<file path="src/rtl/uhr_map.vh">
`ifndef UHR_MAP_VH
`define UHR_MAP_VH
// register offsets
`define UHR_OFS_DATA      3'h0
`define UHR_OFS_IEN       3'h1
`define UHR_OFS_ISTAT     3'h2
`define UHR_OFS_LCTL      3'h3
`define UHR_OFS_MCTL      3'h4
`define UHR_OFS_LSTAT     3'h5
`define UHR_OFS_MSTAT     3'h6
`define UHR_OFS_SCRATCH   3'h7
// field positions
`define UHR_IEN_RXD       0
`define UHR_IEN_TXR       1
`define UHR_IEN_LS        2
`define UHR_IEN_MS        3
`define UHR_FCTL_EN       0
`define UHR_FCTL_RXRST    1
`define UHR_FCTL_TXRST    2
`define UHR_LCTL_DIV      7
`define UHR_MCTL_IRQ      3
// reset values
`define UHR_RST_DIVLO     8'h01
`define UHR_RST_ZERO      8'h00
// interrupt codes, highest priority first
`define UHR_ISC_LS        4'h6
`define UHR_ISC_TMO       4'hc
`define UHR_ISC_RXD       4'h4
`define UHR_ISC_TXR       4'h2
`define UHR_ISC_MS        4'h0
`define UHR_ISC_NONE      4'h1
// timeout: four characters plus twelve bits, in bit times
`define UHR_TMO_CHARS     4
`define UHR_TMO_BITS      12
`define UHR_BITS_PER_CHAR 10
`define UHR_TMO_BIT_TIMES (`UHR_TMO_CHARS * `UHR_BITS_PER_CHAR + `UHR_TMO_BITS)
`endif

</file>
<file path="src/rtl/uhr_regs.v">
module uhr_regs (
  input  wire       clock,
  input  wire       resetn,
  input  wire       io_rd,
  input  wire       io_wr,
  input  wire [2:0] io_addr,
  input  wire [7:0] io_wdata,
  output reg  [7:0] io_rdata,
  input  wire       rx_char_valid,
  input  wire [7:0] rx_char,
  input  wire       rx_char_err,
  input  wire       rx_overrun,
  input  wire       rx_parity_err,
  input  wire       rx_framing_err,
  input  wire       rx_break,
  input  wire       bit_tick,
  input  wire [3:0] modem_in_n,
  input  wire [3:0] modem_delta,
  input  wire       shifter_empty,
  input  wire       tx_take,
  output reg        tx_valid,
  output reg  [7:0] tx_data,
  output reg        irq_q,
  output reg  [7:0] line_control_q,
  output reg  [7:0] modem_control_q,
  output reg  [15:0] divisor_q,
  output reg  [1:0] rx_trigger_q
);
`include "uhr_map.vh"
  localparam DEPTH = 4;
  localparam [2:0] TRIG_LVL0 = 3'd1;
  localparam [2:0] TRIG_LVL1 = 3'd2;
  localparam [2:0] TRIG_LVL2 = 3'd3;
  localparam [2:0] TRIG_LVL3 = 3'd4;
  localparam [31:0] TMO_TOTAL = `UHR_TMO_BIT_TIMES;
  localparam [5:0]  TMO_LIMIT = TMO_TOTAL[5:0];

  // receive store: flip-flops with per-entry error flag
  reg [7:0] rx_mem_q [0:DEPTH-1];
  reg [DEPTH-1:0] rx_err_q;
  reg [1:0] rx_wp_q;
  reg [1:0] rx_rp_q;
  reg [2:0] rx_cnt_q;
  reg [7:0] ien_q;
  reg       fifo_en_q;
  reg [7:0] scratch_q;
  reg       ls_pend_q;
  reg       ms_pend_q;
  reg       txr_pend_q;
  reg       tmo_pend_q;
  reg [5:0] tmo_cnt_q;
  reg       thr_empty_prev_q;
  reg       ien_txr_prev_q;
  reg       ovr_q;
  reg [7:0] rx_single_q;
  reg       rx_single_full_q;
  reg       char_err_hold_q;
  // head_turn_q: the head character was replaced in the last cycle
  reg       head_bad_prev_q;
  reg       head_turn_q;

  function [2:0] trig_of;
    input [1:0] sel;
    begin
      case (sel)
        2'd0: trig_of = TRIG_LVL0;
        2'd1: trig_of = TRIG_LVL1;
        2'd2: trig_of = TRIG_LVL2;
        default: trig_of = TRIG_LVL3;
      endcase
    end
  endfunction

  wire       div_sel   = line_control_q[`UHR_LCTL_DIV];
  wire       rd_data   = io_rd && io_addr == `UHR_OFS_DATA && !div_sel;
  wire       wr_data   = io_wr && io_addr == `UHR_OFS_DATA && !div_sel;
  wire       rd_istat  = io_rd && io_addr == `UHR_OFS_ISTAT;
  wire       rd_lstat  = io_rd && io_addr == `UHR_OFS_LSTAT;
  wire       rd_mstat  = io_rd && io_addr == `UHR_OFS_MSTAT;
  wire       wr_fctl   = io_wr && io_addr == `UHR_OFS_ISTAT;
  wire       rx_rst    = wr_fctl && io_wdata[`UHR_FCTL_EN] && io_wdata[`UHR_FCTL_RXRST];
  wire       rx_have   = fifo_en_q ? (rx_cnt_q != 3'd0) : rx_single_full_q;
  wire       rx_pop    = rd_data && rx_have;
  wire       rx_push   = rx_char_valid && (fifo_en_q ? rx_cnt_q != DEPTH : 1'b1);
  wire [7:0] rx_head   = fifo_en_q ? rx_mem_q[rx_rp_q] : rx_single_q;
  wire       head_err  = fifo_en_q ? rx_err_q[rx_rp_q] && rx_cnt_q != 3'd0 : char_err_hold_q;
  wire       any_err   = |(rx_err_q);
  // a flawed character raises line status once, on reaching the head,
  // so that a status read really clears it while the character waits
  wire       head_bad  = head_err && rx_have;

  // transmit side goes through the buffer; a data write is dropped when it is full
  wire       txf_ready;
  wire       txf_out_valid;
  wire [7:0] txf_out_data;
  wire       tx_push   = wr_data && txf_ready;
  // the staging register counts as holding, so bit 5 drops as soon as a byte is written
  wire       thr_empty = !txf_out_valid && !tx_valid;
  wire       tx_idle   = thr_empty && shifter_empty;

  uhr_fifo #(.WIDTH(8), .DEPTH(DEPTH)) u_txf (
    .clock     (clock),
    .resetn    (resetn),
    .flush     (wr_fctl && io_wdata[`UHR_FCTL_EN] && io_wdata[`UHR_FCTL_TXRST]),
    .in_valid  (tx_push),
    .in_ready  (txf_ready),
    .in_data   (io_wdata),
    .out_valid (txf_out_valid),
    .out_ready (!tx_valid || tx_take),
    .out_data  (txf_out_data)
  );

  wire rxd_src = fifo_en_q ? (rx_cnt_q >= trig_of(rx_trigger_q)) : rx_single_full_q;
  wire ls_en   = ien_q[`UHR_IEN_LS] && ls_pend_q;
  wire tmo_en  = ien_q[`UHR_IEN_RXD] && tmo_pend_q && fifo_en_q;
  wire rxd_en  = ien_q[`UHR_IEN_RXD] && rxd_src;
  wire txr_en  = ien_q[`UHR_IEN_TXR] && txr_pend_q;
  wire ms_en   = ien_q[`UHR_IEN_MS] && ms_pend_q;
  // no enabled source leaves polled mode with status bits only
  wire [3:0] isc = ls_en  ? `UHR_ISC_LS  :
                   tmo_en ? `UHR_ISC_TMO :
                   rxd_en ? `UHR_ISC_RXD :
                   txr_en ? `UHR_ISC_TXR :
                   ms_en  ? `UHR_ISC_MS  : `UHR_ISC_NONE;
  wire [7:0] istat = {fifo_en_q, fifo_en_q, 2'b00, isc};
  wire [7:0] lstat = {any_err && fifo_en_q, tx_idle, thr_empty, rx_break && head_err,
                      rx_framing_err && head_err, rx_parity_err && head_err, ovr_q, rx_have};
  wire [7:0] mstat = {~modem_in_n, modem_delta};

  always @(posedge clock) begin
    if (!resetn) begin
      rx_wp_q <= 2'd0;
      rx_rp_q <= 2'd0;
      rx_cnt_q <= 3'd0;
      rx_err_q <= {DEPTH{1'b0}};
      rx_single_q <= `UHR_RST_ZERO;
      rx_single_full_q <= 1'b0;
      char_err_hold_q <= 1'b0;
    end else if (rx_rst) begin
      rx_wp_q <= 2'd0;
      rx_rp_q <= 2'd0;
      rx_cnt_q <= 3'd0;
      rx_err_q <= {DEPTH{1'b0}};
    end else begin
      if (rx_push && fifo_en_q) begin
        rx_mem_q[rx_wp_q] <= rx_char;
        rx_err_q[rx_wp_q] <= rx_char_err;
        rx_wp_q <= rx_wp_q + 2'd1;
      end
      if (rx_pop && fifo_en_q) begin
        rx_rp_q <= rx_rp_q + 2'd1;
        if (!(rx_push && rx_wp_q == rx_rp_q))
          rx_err_q[rx_rp_q] <= 1'b0;
      end
      if (fifo_en_q)
        rx_cnt_q <= rx_cnt_q + {2'b00, rx_push} - {2'b00, rx_pop};
      if (!fifo_en_q && rx_push) begin
        rx_single_q <= rx_char;
        char_err_hold_q <= rx_char_err;
      end
      // a new character beats the read that empties the holding register
      if (!fifo_en_q && rx_push)
        rx_single_full_q <= 1'b1;
      else if (rx_pop)
        rx_single_full_q <= 1'b0;
    end
  end

  always @(posedge clock) begin
    if (!resetn) begin
      ien_q <= `UHR_RST_ZERO;
      fifo_en_q <= 1'b0;
      rx_trigger_q <= 2'd0;
      line_control_q <= `UHR_RST_ZERO;
      modem_control_q <= `UHR_RST_ZERO;
      scratch_q <= `UHR_RST_ZERO;
      divisor_q <= {`UHR_RST_ZERO, `UHR_RST_DIVLO};
    end else if (io_wr) begin
      if (io_addr == `UHR_OFS_DATA && div_sel)
        divisor_q[7:0] <= io_wdata;
      else if (io_addr == `UHR_OFS_IEN && div_sel)
        divisor_q[15:8] <= io_wdata;
      else if (io_addr == `UHR_OFS_IEN)
        ien_q <= {4'h0, io_wdata[3:0]};
      else if (io_addr == `UHR_OFS_ISTAT) begin
        fifo_en_q <= io_wdata[`UHR_FCTL_EN];
        if (io_wdata[`UHR_FCTL_EN])
          rx_trigger_q <= io_wdata[7:6];
      end else if (io_addr == `UHR_OFS_LCTL)
        line_control_q <= io_wdata;
      else if (io_addr == `UHR_OFS_MCTL)
        modem_control_q <= {3'b000, io_wdata[4:0]};
      else if (io_addr == `UHR_OFS_SCRATCH)
        scratch_q <= io_wdata;
    end
  end

  // pending flags: a setting event wins over a clearing access in the same cycle, except timeout, where a data read wins
  always @(posedge clock) begin
    if (!resetn) begin
      ls_pend_q <= 1'b0;
      ovr_q <= 1'b0;
      ms_pend_q <= 1'b0;
      txr_pend_q <= 1'b0;
      tmo_pend_q <= 1'b0;
      tmo_cnt_q <= 6'd0;
      thr_empty_prev_q <= 1'b1;
      ien_txr_prev_q <= 1'b0;
      head_bad_prev_q <= 1'b0;
      head_turn_q <= 1'b0;
    end else begin
      thr_empty_prev_q <= thr_empty;
      ien_txr_prev_q <= ien_q[`UHR_IEN_TXR];
      head_bad_prev_q <= head_bad;
      head_turn_q <= rx_pop || (rx_push && !fifo_en_q);
      if (rx_overrun)
        ovr_q <= 1'b1;
      else if (rd_lstat)
        ovr_q <= 1'b0;
      // errors count once the flawed character stands at the head
      if (rx_overrun || (head_bad && (!head_bad_prev_q || head_turn_q)))
        ls_pend_q <= 1'b1;
      else if (rd_lstat)
        ls_pend_q <= 1'b0;
      // delta bits are levels: a read clears the flag only once they have dropped
      if (|modem_delta)
        ms_pend_q <= 1'b1;
      else if (rd_mstat)
        ms_pend_q <= 1'b0;
      if ((thr_empty && !thr_empty_prev_q) ||
          (thr_empty && ien_q[`UHR_IEN_TXR] && !ien_txr_prev_q))
        txr_pend_q <= 1'b1;
      else if (rd_istat && isc == `UHR_ISC_TXR || tx_push || !thr_empty)
        txr_pend_q <= 1'b0;
      // the counter only ages unread data; any data read or stored arrival restarts it
      if (!rx_have || rd_data || rx_push)
        tmo_cnt_q <= 6'd0;
      else if (bit_tick && tmo_cnt_q != TMO_LIMIT)
        tmo_cnt_q <= tmo_cnt_q + 6'd1;
      if (rx_have && bit_tick && tmo_cnt_q == TMO_LIMIT - 6'd1 && !rd_data)
        tmo_pend_q <= 1'b1;
      else if (rd_data)
        tmo_pend_q <= 1'b0;
    end
  end

  always @(posedge clock) begin
    if (!resetn) begin
      io_rdata <= `UHR_RST_ZERO;
      irq_q <= 1'b0;
      tx_valid <= 1'b0;
      tx_data <= `UHR_RST_ZERO;
    end else begin
      irq_q <= modem_control_q[`UHR_MCTL_IRQ] && isc != `UHR_ISC_NONE;
      if (!tx_valid || tx_take) begin
        tx_valid <= txf_out_valid;
        tx_data <= txf_out_data;
      end
      if (io_rd) begin
        if (io_addr == `UHR_OFS_DATA)
          io_rdata <= div_sel ? divisor_q[7:0] : rx_head;
        else if (io_addr == `UHR_OFS_IEN)
          io_rdata <= div_sel ? divisor_q[15:8] : ien_q;
        else if (io_addr == `UHR_OFS_ISTAT)
          io_rdata <= istat;
        else if (io_addr == `UHR_OFS_LCTL)
          io_rdata <= line_control_q;
        else if (io_addr == `UHR_OFS_MCTL)
          io_rdata <= modem_control_q;
        else if (io_addr == `UHR_OFS_LSTAT)
          io_rdata <= lstat;
        else if (io_addr == `UHR_OFS_MSTAT)
          io_rdata <= mstat;
        else
          io_rdata <= scratch_q;
      end
    end
  end
endmodule

module uhr_fifo #(
  parameter WIDTH = 8,
  parameter DEPTH = 4
) (
  input  wire             clock,
  input  wire             resetn,
  input  wire             flush,
  input  wire             in_valid,
  output wire             in_ready,
  input  wire [WIDTH-1:0] in_data,
  output wire             out_valid,
  input  wire             out_ready,
  output wire [WIDTH-1:0] out_data
);
  reg [WIDTH-1:0] mem_q [0:DEPTH-1];
  // pointers are two bits wide and wrap freely, so the depth must stay at 4
  reg [1:0]       wp_q;
  reg [1:0]       rp_q;
  reg [2:0]       cnt_q;
  wire push = in_valid && in_ready;
  wire pop  = out_valid && out_ready;
  assign in_ready  = cnt_q != DEPTH;
  assign out_valid = cnt_q != 3'd0;
  assign out_data  = mem_q[rp_q];
  always @(posedge clock) begin
    if (!resetn || flush) begin
      wp_q <= 2'd0;
      rp_q <= 2'd0;
      cnt_q <= 3'd0;
    end else begin
      if (push) begin
        mem_q[wp_q] <= in_data;
        wp_q <= wp_q + 2'd1;
      end
      if (pop)
        rp_q <= rp_q + 2'd1;
      cnt_q <= cnt_q + {2'b00, push} - {2'b00, pop};
    end
  end
endmodule

</file>
<file path="config.mk">
export PLATFORM = sky130hd
export DESIGN_NAME = uhr_regs
export DESIGN_NICKNAME = d
export VERILOG_FILES = /design/src/rtl/uhr_regs.v
export VERILOG_INCLUDE_DIRS = /design/src /design/src/rtl
export SDC_FILE = /design/constraint.sdc
export NUM_CORES = 1
export LEC_CHECK = 0
export ABC_CLOCK_PERIOD_IN_PS = 3100
export BUFFER_PORTS_ARGS = -buffer_cell sky130_fd_sc_hd__buf_2
export CAP_MARGIN = 20
export CORE_ASPECT_RATIO = 1.4
export CORE_UTILIZATION = 35
export CTS_CLUSTER_DIAMETER = 120
export DETAILED_ROUTE_END_ITERATION = 10
export GPL_TIMING_DRIVEN = 0
export SETUP_SLACK_MARGIN = 0.4
export SLEW_MARGIN = 10
export SYNTH_ARGS = -nofsm -noshare
export SYNTH_HDL_FRONTEND = slang
export SYNTH_SLANG_ARGS = --single-unit
</file>
<file path="constraint.sdc">
create_clock -name clock -period 3.1 [get_ports clock]
set_input_delay 0.465 -clock clock [delete_from_list [all_inputs] [get_ports clock]]
set_output_delay 0.465 -clock clock [all_outputs]
set_load 0.05 [all_outputs]
</file>
Word-level counts from Yosys, hierarchy flattened. Memory sizes are Yosys's and may differ from the RTL's. A register that Yosys moved wholly into a read port is not among the register bits. Index checks and enable logic that the tools add are counted.

Flip-flop bits (word level): 97. Bits in latches: 0. Memory bits (writable): 64. ROM bits: 0. Input port bits: 40. Output and inout port bits: 52. Logic and storage cells: 220. Memories kept: 2.

Memory list: rx_mem_q (depth 4, bits a word 8, rd ports 1, clocked after memory_dff 1, write ports 1, line uhr_regs.v:39) `reg [7:0] rx_mem_q [0:DEPTH-1];`; u_txf.mem_q (depth 4, bits a word 8, rd ports 1, clocked after memory_dff 1, write ports 1, line uhr_regs.v:295) `reg [WIDTH-1:0] mem_q [0:DEPTH-1];`.

Add/subtract/negate cells: 9. $mul: 0. Div/mod/pow operators: 0. Magnitude comparators: 5. Eq/ne operators: 16. Shift-type cells: 0. Mux-type cells: 52. Bitwise operators: 11. Reduce and logical (&&, ||, !) cells: 94.

Operators with widths (count): $mux W8 (10); $logic_and A1 B1 Y1 (48); $mux W4 (7); $mux W1 (26); $eq A3 B3 Y1 const B (4); $logic_not A1 Y1 (12); $reduce_and A6 Y1 (2); $reduce_bool A2 Y1 (6); $logic_or A1 B1 Y1 (10); $pmux W3 S3 (1); $add A2 B1 Y2 const B (4); $not A1 Y1 (8); $not A4 Y4 (2); $reduce_and A8 Y1 (1); $reduce_or A4 Y1 (2); $reduce_and A7 Y1 (1); $add A3 B1 Y3 (2); $add A6 B1 Y6 const B (1); $eq A3 B2 Y1 const B (2); $eq A6 B6 Y1 const B (1); $lt A2 B3 Y1 const B (2); $mux W2 (3); $ne A3 B3 Y1 const B (2); $ne A6 B6 Y1 const B (1); 22 further kinds (29).

Depth between registers and ports, before layout.
Depth in word-level cells: 14. Mapped depth: 13. Gate-level depth less buffers: 12.

Modules after synthesis. Synthesis repeated with hierarchy kept, for this count alone.

Cell total of the unflattened synthesis: 740. Area, all modules: 8107.8 sq um.

By module, submodules not included: uhr_regs (instances 1, cells an instance 650, area an instance 6483.7 sq um, seq. area each 2962.8 sq um); uhr_fifo (instances 1, cells an instance 90, area an instance 1624.1 sq um, seq. area each 1141.1 sq um).

Worst setup path before layout. Ideal clock, no wire load.

Kind: flip-flop to flip-flop. Start: register tx_valid. End: register u_txf.cnt_q[2]. Library setup time: 133 ps. Data arrival time: 2440 ps. Data required time: 2967 ps. Slack: 527 ps. Stages on the path, launching flop included: 12. Buffers on the path: 1. Period minus slack after synthesis: 2573 ps. Cells stage by stage: dfxtp_1 > nor2b_1 > clkbuf_1 > nor2_1 > ha_1 > inv_1 > ha_1 > inv_1 > fa_1 > xor2_1 > xnor2_1 > nor2_1.

Word-level cells in the longest chain between the ends: 4.

Ends and longest elaborated chain: start: declaration (line uhr_regs.v:21) `output reg tx_valid,`; start signal: assignment (line uhr_regs.v:256) `tx_valid <= txf_out_valid;`; $logic_not A1 Y1 (line uhr_regs.v:109) `.out_ready (!tx_valid || tx_take),`; $logic_or A1 B1 Y1 (line uhr_regs.v:109); $logic_and A1 B1 Y1 (line uhr_regs.v:301) `wire pop = out_valid && out_ready;`; named net u_txf.pop (line uhr_regs.v:301); $sub A3 B1 Y3 (line uhr_regs.v:317) `cnt_q <= cnt_q + {2'b00, push} - {2'b00, pop};`; end signal: assignment (line uhr_regs.v:317); end: declaration (line uhr_regs.v:299) `reg [2:0] cnt_q;`.

The timed path passes the listed nets, and every way through them passes these cells. A chain may end at the register's enable or synchronous reset.

Worst setup path after layout.
Start: register rx_cnt_q[2]. End: register rx_cnt_q[2].

Word-level cells in the longest chain between the ends: 5. Elaborated cells between the ends (all ways): 8. Those cells by class: add/sub: 2; eq/ne: 1; mux: 2; reduce/logical: 3.

Ends and longest elaborated chain: start: declaration (line uhr_regs.v:43) `reg [2:0] rx_cnt_q;`; start signal: assignment (line uhr_regs.v:156) `rx_cnt_q <= rx_cnt_q + {2'b00, rx_push} - {2'b00, rx_pop};`; $ne A3 B3 Y1 (line uhr_regs.v:84) `wire rx_push = rx_char_valid && (fifo_en_q ? rx_cnt_q != DEPTH : 1'b1);`; $mux W1 (line uhr_regs.v:84); $logic_and A1 B1 Y1 (line uhr_regs.v:84); $add A3 B1 Y3 (line uhr_regs.v:156); $sub A3 B1 Y3 * (line uhr_regs.v:156).

Every way passes the cells marked *; elsewhere a longest branch is shown, timed or not.

==> summary.md <==
| Metric | Value |
|---|---|
| Status | finished clean |
| IO buf count | 88 |
| Commonest cells after routing, fill and taps aside | dfxtp_1, buf_2, nand2_1 |
| Core area | 21,900 sq um |
| Pre-CTS setup slack | -0.0591 ns |
| FF+latch area | 4060 sq um |
| Cell taking the most area after synthesis | dfxtp_1 |
| Maximum number of pins on one net before global-route repair | 17 |
| Clock Path Buffers | 2 |
| CTS root buffer | clkbuf_16 |
| Clock share of power | 0.383 |
| Setup Fix Bufs, Post-CTS | 0 |
| Gate power share | 0.155 |
| Global-route wire length before repair | 32.8 mm |
| Internal power | between 3000 and 4000 uW |
| Sequential area share after synthesis | 0.516 |
| CTS sink cnt | 171 |
| Mapped Cells | 730 |
| Yosys warns | 0 |
| GRT Overall Usage | 0.192 |
| Area post-placement | 8700 sq um |
| Synth cell types | slightly below 70 |
| Yosys top cell area share | 0.272 |
| Initial antenna violation count | 0 |
| DIE WIDTH | about 130 um |
| Top_reg_cell synth | dfxtp_1 |
| Via count | 5,927 |
| First-pass DRT Iterations | 6 |
| Vias in the first global route | 5,726 |
| CP required | 3.41 ns |
| Leak pwr | 0.00352 uW |
| Setup ws final | between 0.4 and 0.5 ns |
| Worst skew pair latency | between 0.4 and 0.5 ns |
| Post-DR wirelength/cell | about 19 um |
| Die area | 23,100 sq um |
| Sequential power share | 0.463 |
| Number of filler cells placed in the layout | around 2,100 |
| Die H | 180 um |
| Period utilization | 0.862 |
| H-tree depth | 4 |
| Slew at the pin closest to its max-slew limit | 1.03 ns |
| IO Count | 92 |
| Final setup vio count | 0 |
| Data arrival, critical path | around 3 ns |
| Total Power | 5370 uW |
| Maximum VDD drop | 0.374 mV |
| Finished Cell Area | 9290 sq um |
| Max_cap viols | 0 |
| WHS Path Cells | 1 |
| Max Slew Vio Count | 0 |
| Power Density | 578 nW/um^2 |
| Post-Synthesis Cell Area | about 8000 sq um |
| Worst setup EP type | flop |
| Worst-path clk slew | 0.06 ns |
| Share of layout cells above drive strength 1 | 0.210 |
| Avg Inst Size Synth | around 11 sq um |
| Final Hold Vio Count | 0 |
| Gr ovfl total | 0 |
| CTS Hold Buffers Added | 0 |
| Iteration-0 DRC Markers | 416 |
| Post-route DRC | 0 |
| Vias per Instance | 5.15 |
| Gp weighted congestion | 0.950 |
| Startpoint Class | flop |
| DP Wirelength | 16.1 mm |
| Post-synth EDFFs | between 60 and 70 |
| RSZ-0062 raised after global routing | yes |
| Final wirelength | between 20 and 25 mm |
| Critical path class | flop to flop |
| Tmin final | 2.67 ns |
| Synthesized flop and latch total | 171 |
| Area Overhead vs Synth | 17.9% |
| Largest cells by area after synthesis | dfxtp_1, edfxtp_1, mux4_2 |
| Util after Layout | 0.423 |
| Num rows | 64 |
| Antenna viol nets, final | 0 |
| Initial Util | 0.359 |
| Worst Hold Class | input port to flop |
| Multi-input logic area | 3550 sq um |
| Sw frac | 0.285 |
| FF-to-FF path depth | 12 |
| Clk_skew | around 0.01 ns |
| CTS Buf Count | 17 |
| Most common cell after layout, fill and taps aside | dfxtp_1 |
| Max Fclk | 374 MHz |
| TritonCTS clock tree | yes |
| NetSw | 1530 uW |
| CP max FO | 6 |
| Nets | 905 |
| Rel. slew slack | 0.309 |
| Ys async rst share | 0 |
## logic make-up (layout without fill, tap and decap cells)
| family | Yosys count | in the layout | synth area share |
|---|---|---|---|
| AO/OA/AOI/OAI | 137 | 137 | 0.124 |
| XOR/XNOR | 15 | 15 | 0.0167 |
| adder cells (fa/ha/maj) | 26 | 26 | 0.0432 |
| buffers and inverters | 71 | 191 | 0.0376 |
| flip-flops | 171 | 171 | 0.516 |
| multiplexers | 59 | 59 | 0.105 |
| other | 1 | 4 | 0.000476 |
| AND/OR/NAND/NOR | 250 | 250 | 0.157 |
## layer usage
| metal | wire length, um | vias to the layer above | part of all wire | track usage |
|---|---|---|---|---|
| li1 | - | 2812 | - | - |
| met1 | 8630 | 2845 | 0.40 | 0.226 |
| met2 | 10800 | 223 | 0.50 | 0.330 |
| met3 | 1180 | 47 | 0.055 | 0.0381 |
| met4 | 844 | 0 | 0.039 | 0.0913 |
| met5 | 0 | - | 0 | 0 |
## final timing paths
check              startpoint             end  slack (ns)
max               rx_cnt_q[2]     rx_cnt_q[2]        0.43
max reg2reg       rx_cnt_q[2]     rx_cnt_q[2]        0.43
min                rx_char[0]  rx_mem_q[2][0]        0.27
min reg2reg  thr_empty_prev_q      txr_pend_q        0.44
## power by group through the flow
stage	logic (uW)	registers [uW]	clock network, uW
after CTS	838	2490	2100
after detailed placement	832	2540	0
final	832	2490	2060
after global routing	922	2500	2170
after floorplan	460	2660	0
after global placement	823	2530	0
## synth_stat cells (all sizes together) (10+ instances only)
master	count
a21oi	25
mux4	18
buf	19
nand3	18
nor2b	35
dfxtp	107
nand2	93
and2	10
o21ai	23
ha	24
inv	29
mux2i	34
clkbuf	22
edfxtp	64
nor2	48
a21boi	39
## per-stage QoR
step	hold WS, ns	setup TNS, ns	std cells
after floorplan	0.389	0	732
after global placement	0.421	-2.08	1117
after detailed placement	0.428	-1.52	1117
after CTS	0.251	0	1149
after global routing	0.259	0	1149
final	0.270	0	1150
## state kept, by name, summed over array words and instances, names as in the netlist, 5 cells and up, named ones only
name	count
divisor_q	16
io_rdata	8
line_control_q	8
modem_control_q	5
rx_mem_q	32
rx_single_q	8
scratch_q	8
tmo_cnt_q	6
tx_data	8
u_txf.mem_q	32
## area by class of cell
type / count / area share
Sequential cell: 171 / 0.437
Multi-Input combinational cell: 490 / 0.382
Timing Repair Buffer: 88 / 0.0474
Clock buffer: 17 / 0.0458
Tap cell: 297 / 0.0400
Buffer: 41 / 0.0199
Clock inverter: 15 / 0.0151
Inverter: 30 / 0.0121
Antenna cell: 1 / 0.000269
## what timing repair did
action | 4_1_cts | 5_1_grt
resized for setup | 3 | 6
hold endpoints to repair | 0 | 0
endpoints found under the setup margin | 25 | 59
## worst max-delay path, cell delays in order (launching register included)
cell,delay (ns)
dfxtp_1,0.38
or4b_4,0.62
o21ai_2,0.10
nor2_1,0.10
ha_1,0.30
inv_1,0.06
ha_1,0.14
inv_1,0.05
fa_1,0.37
xor2_1,0.15
nand2_1,0.09
xor2_1,0.15
nor2_1,0.05
Power figures use the tool's default switching activity.
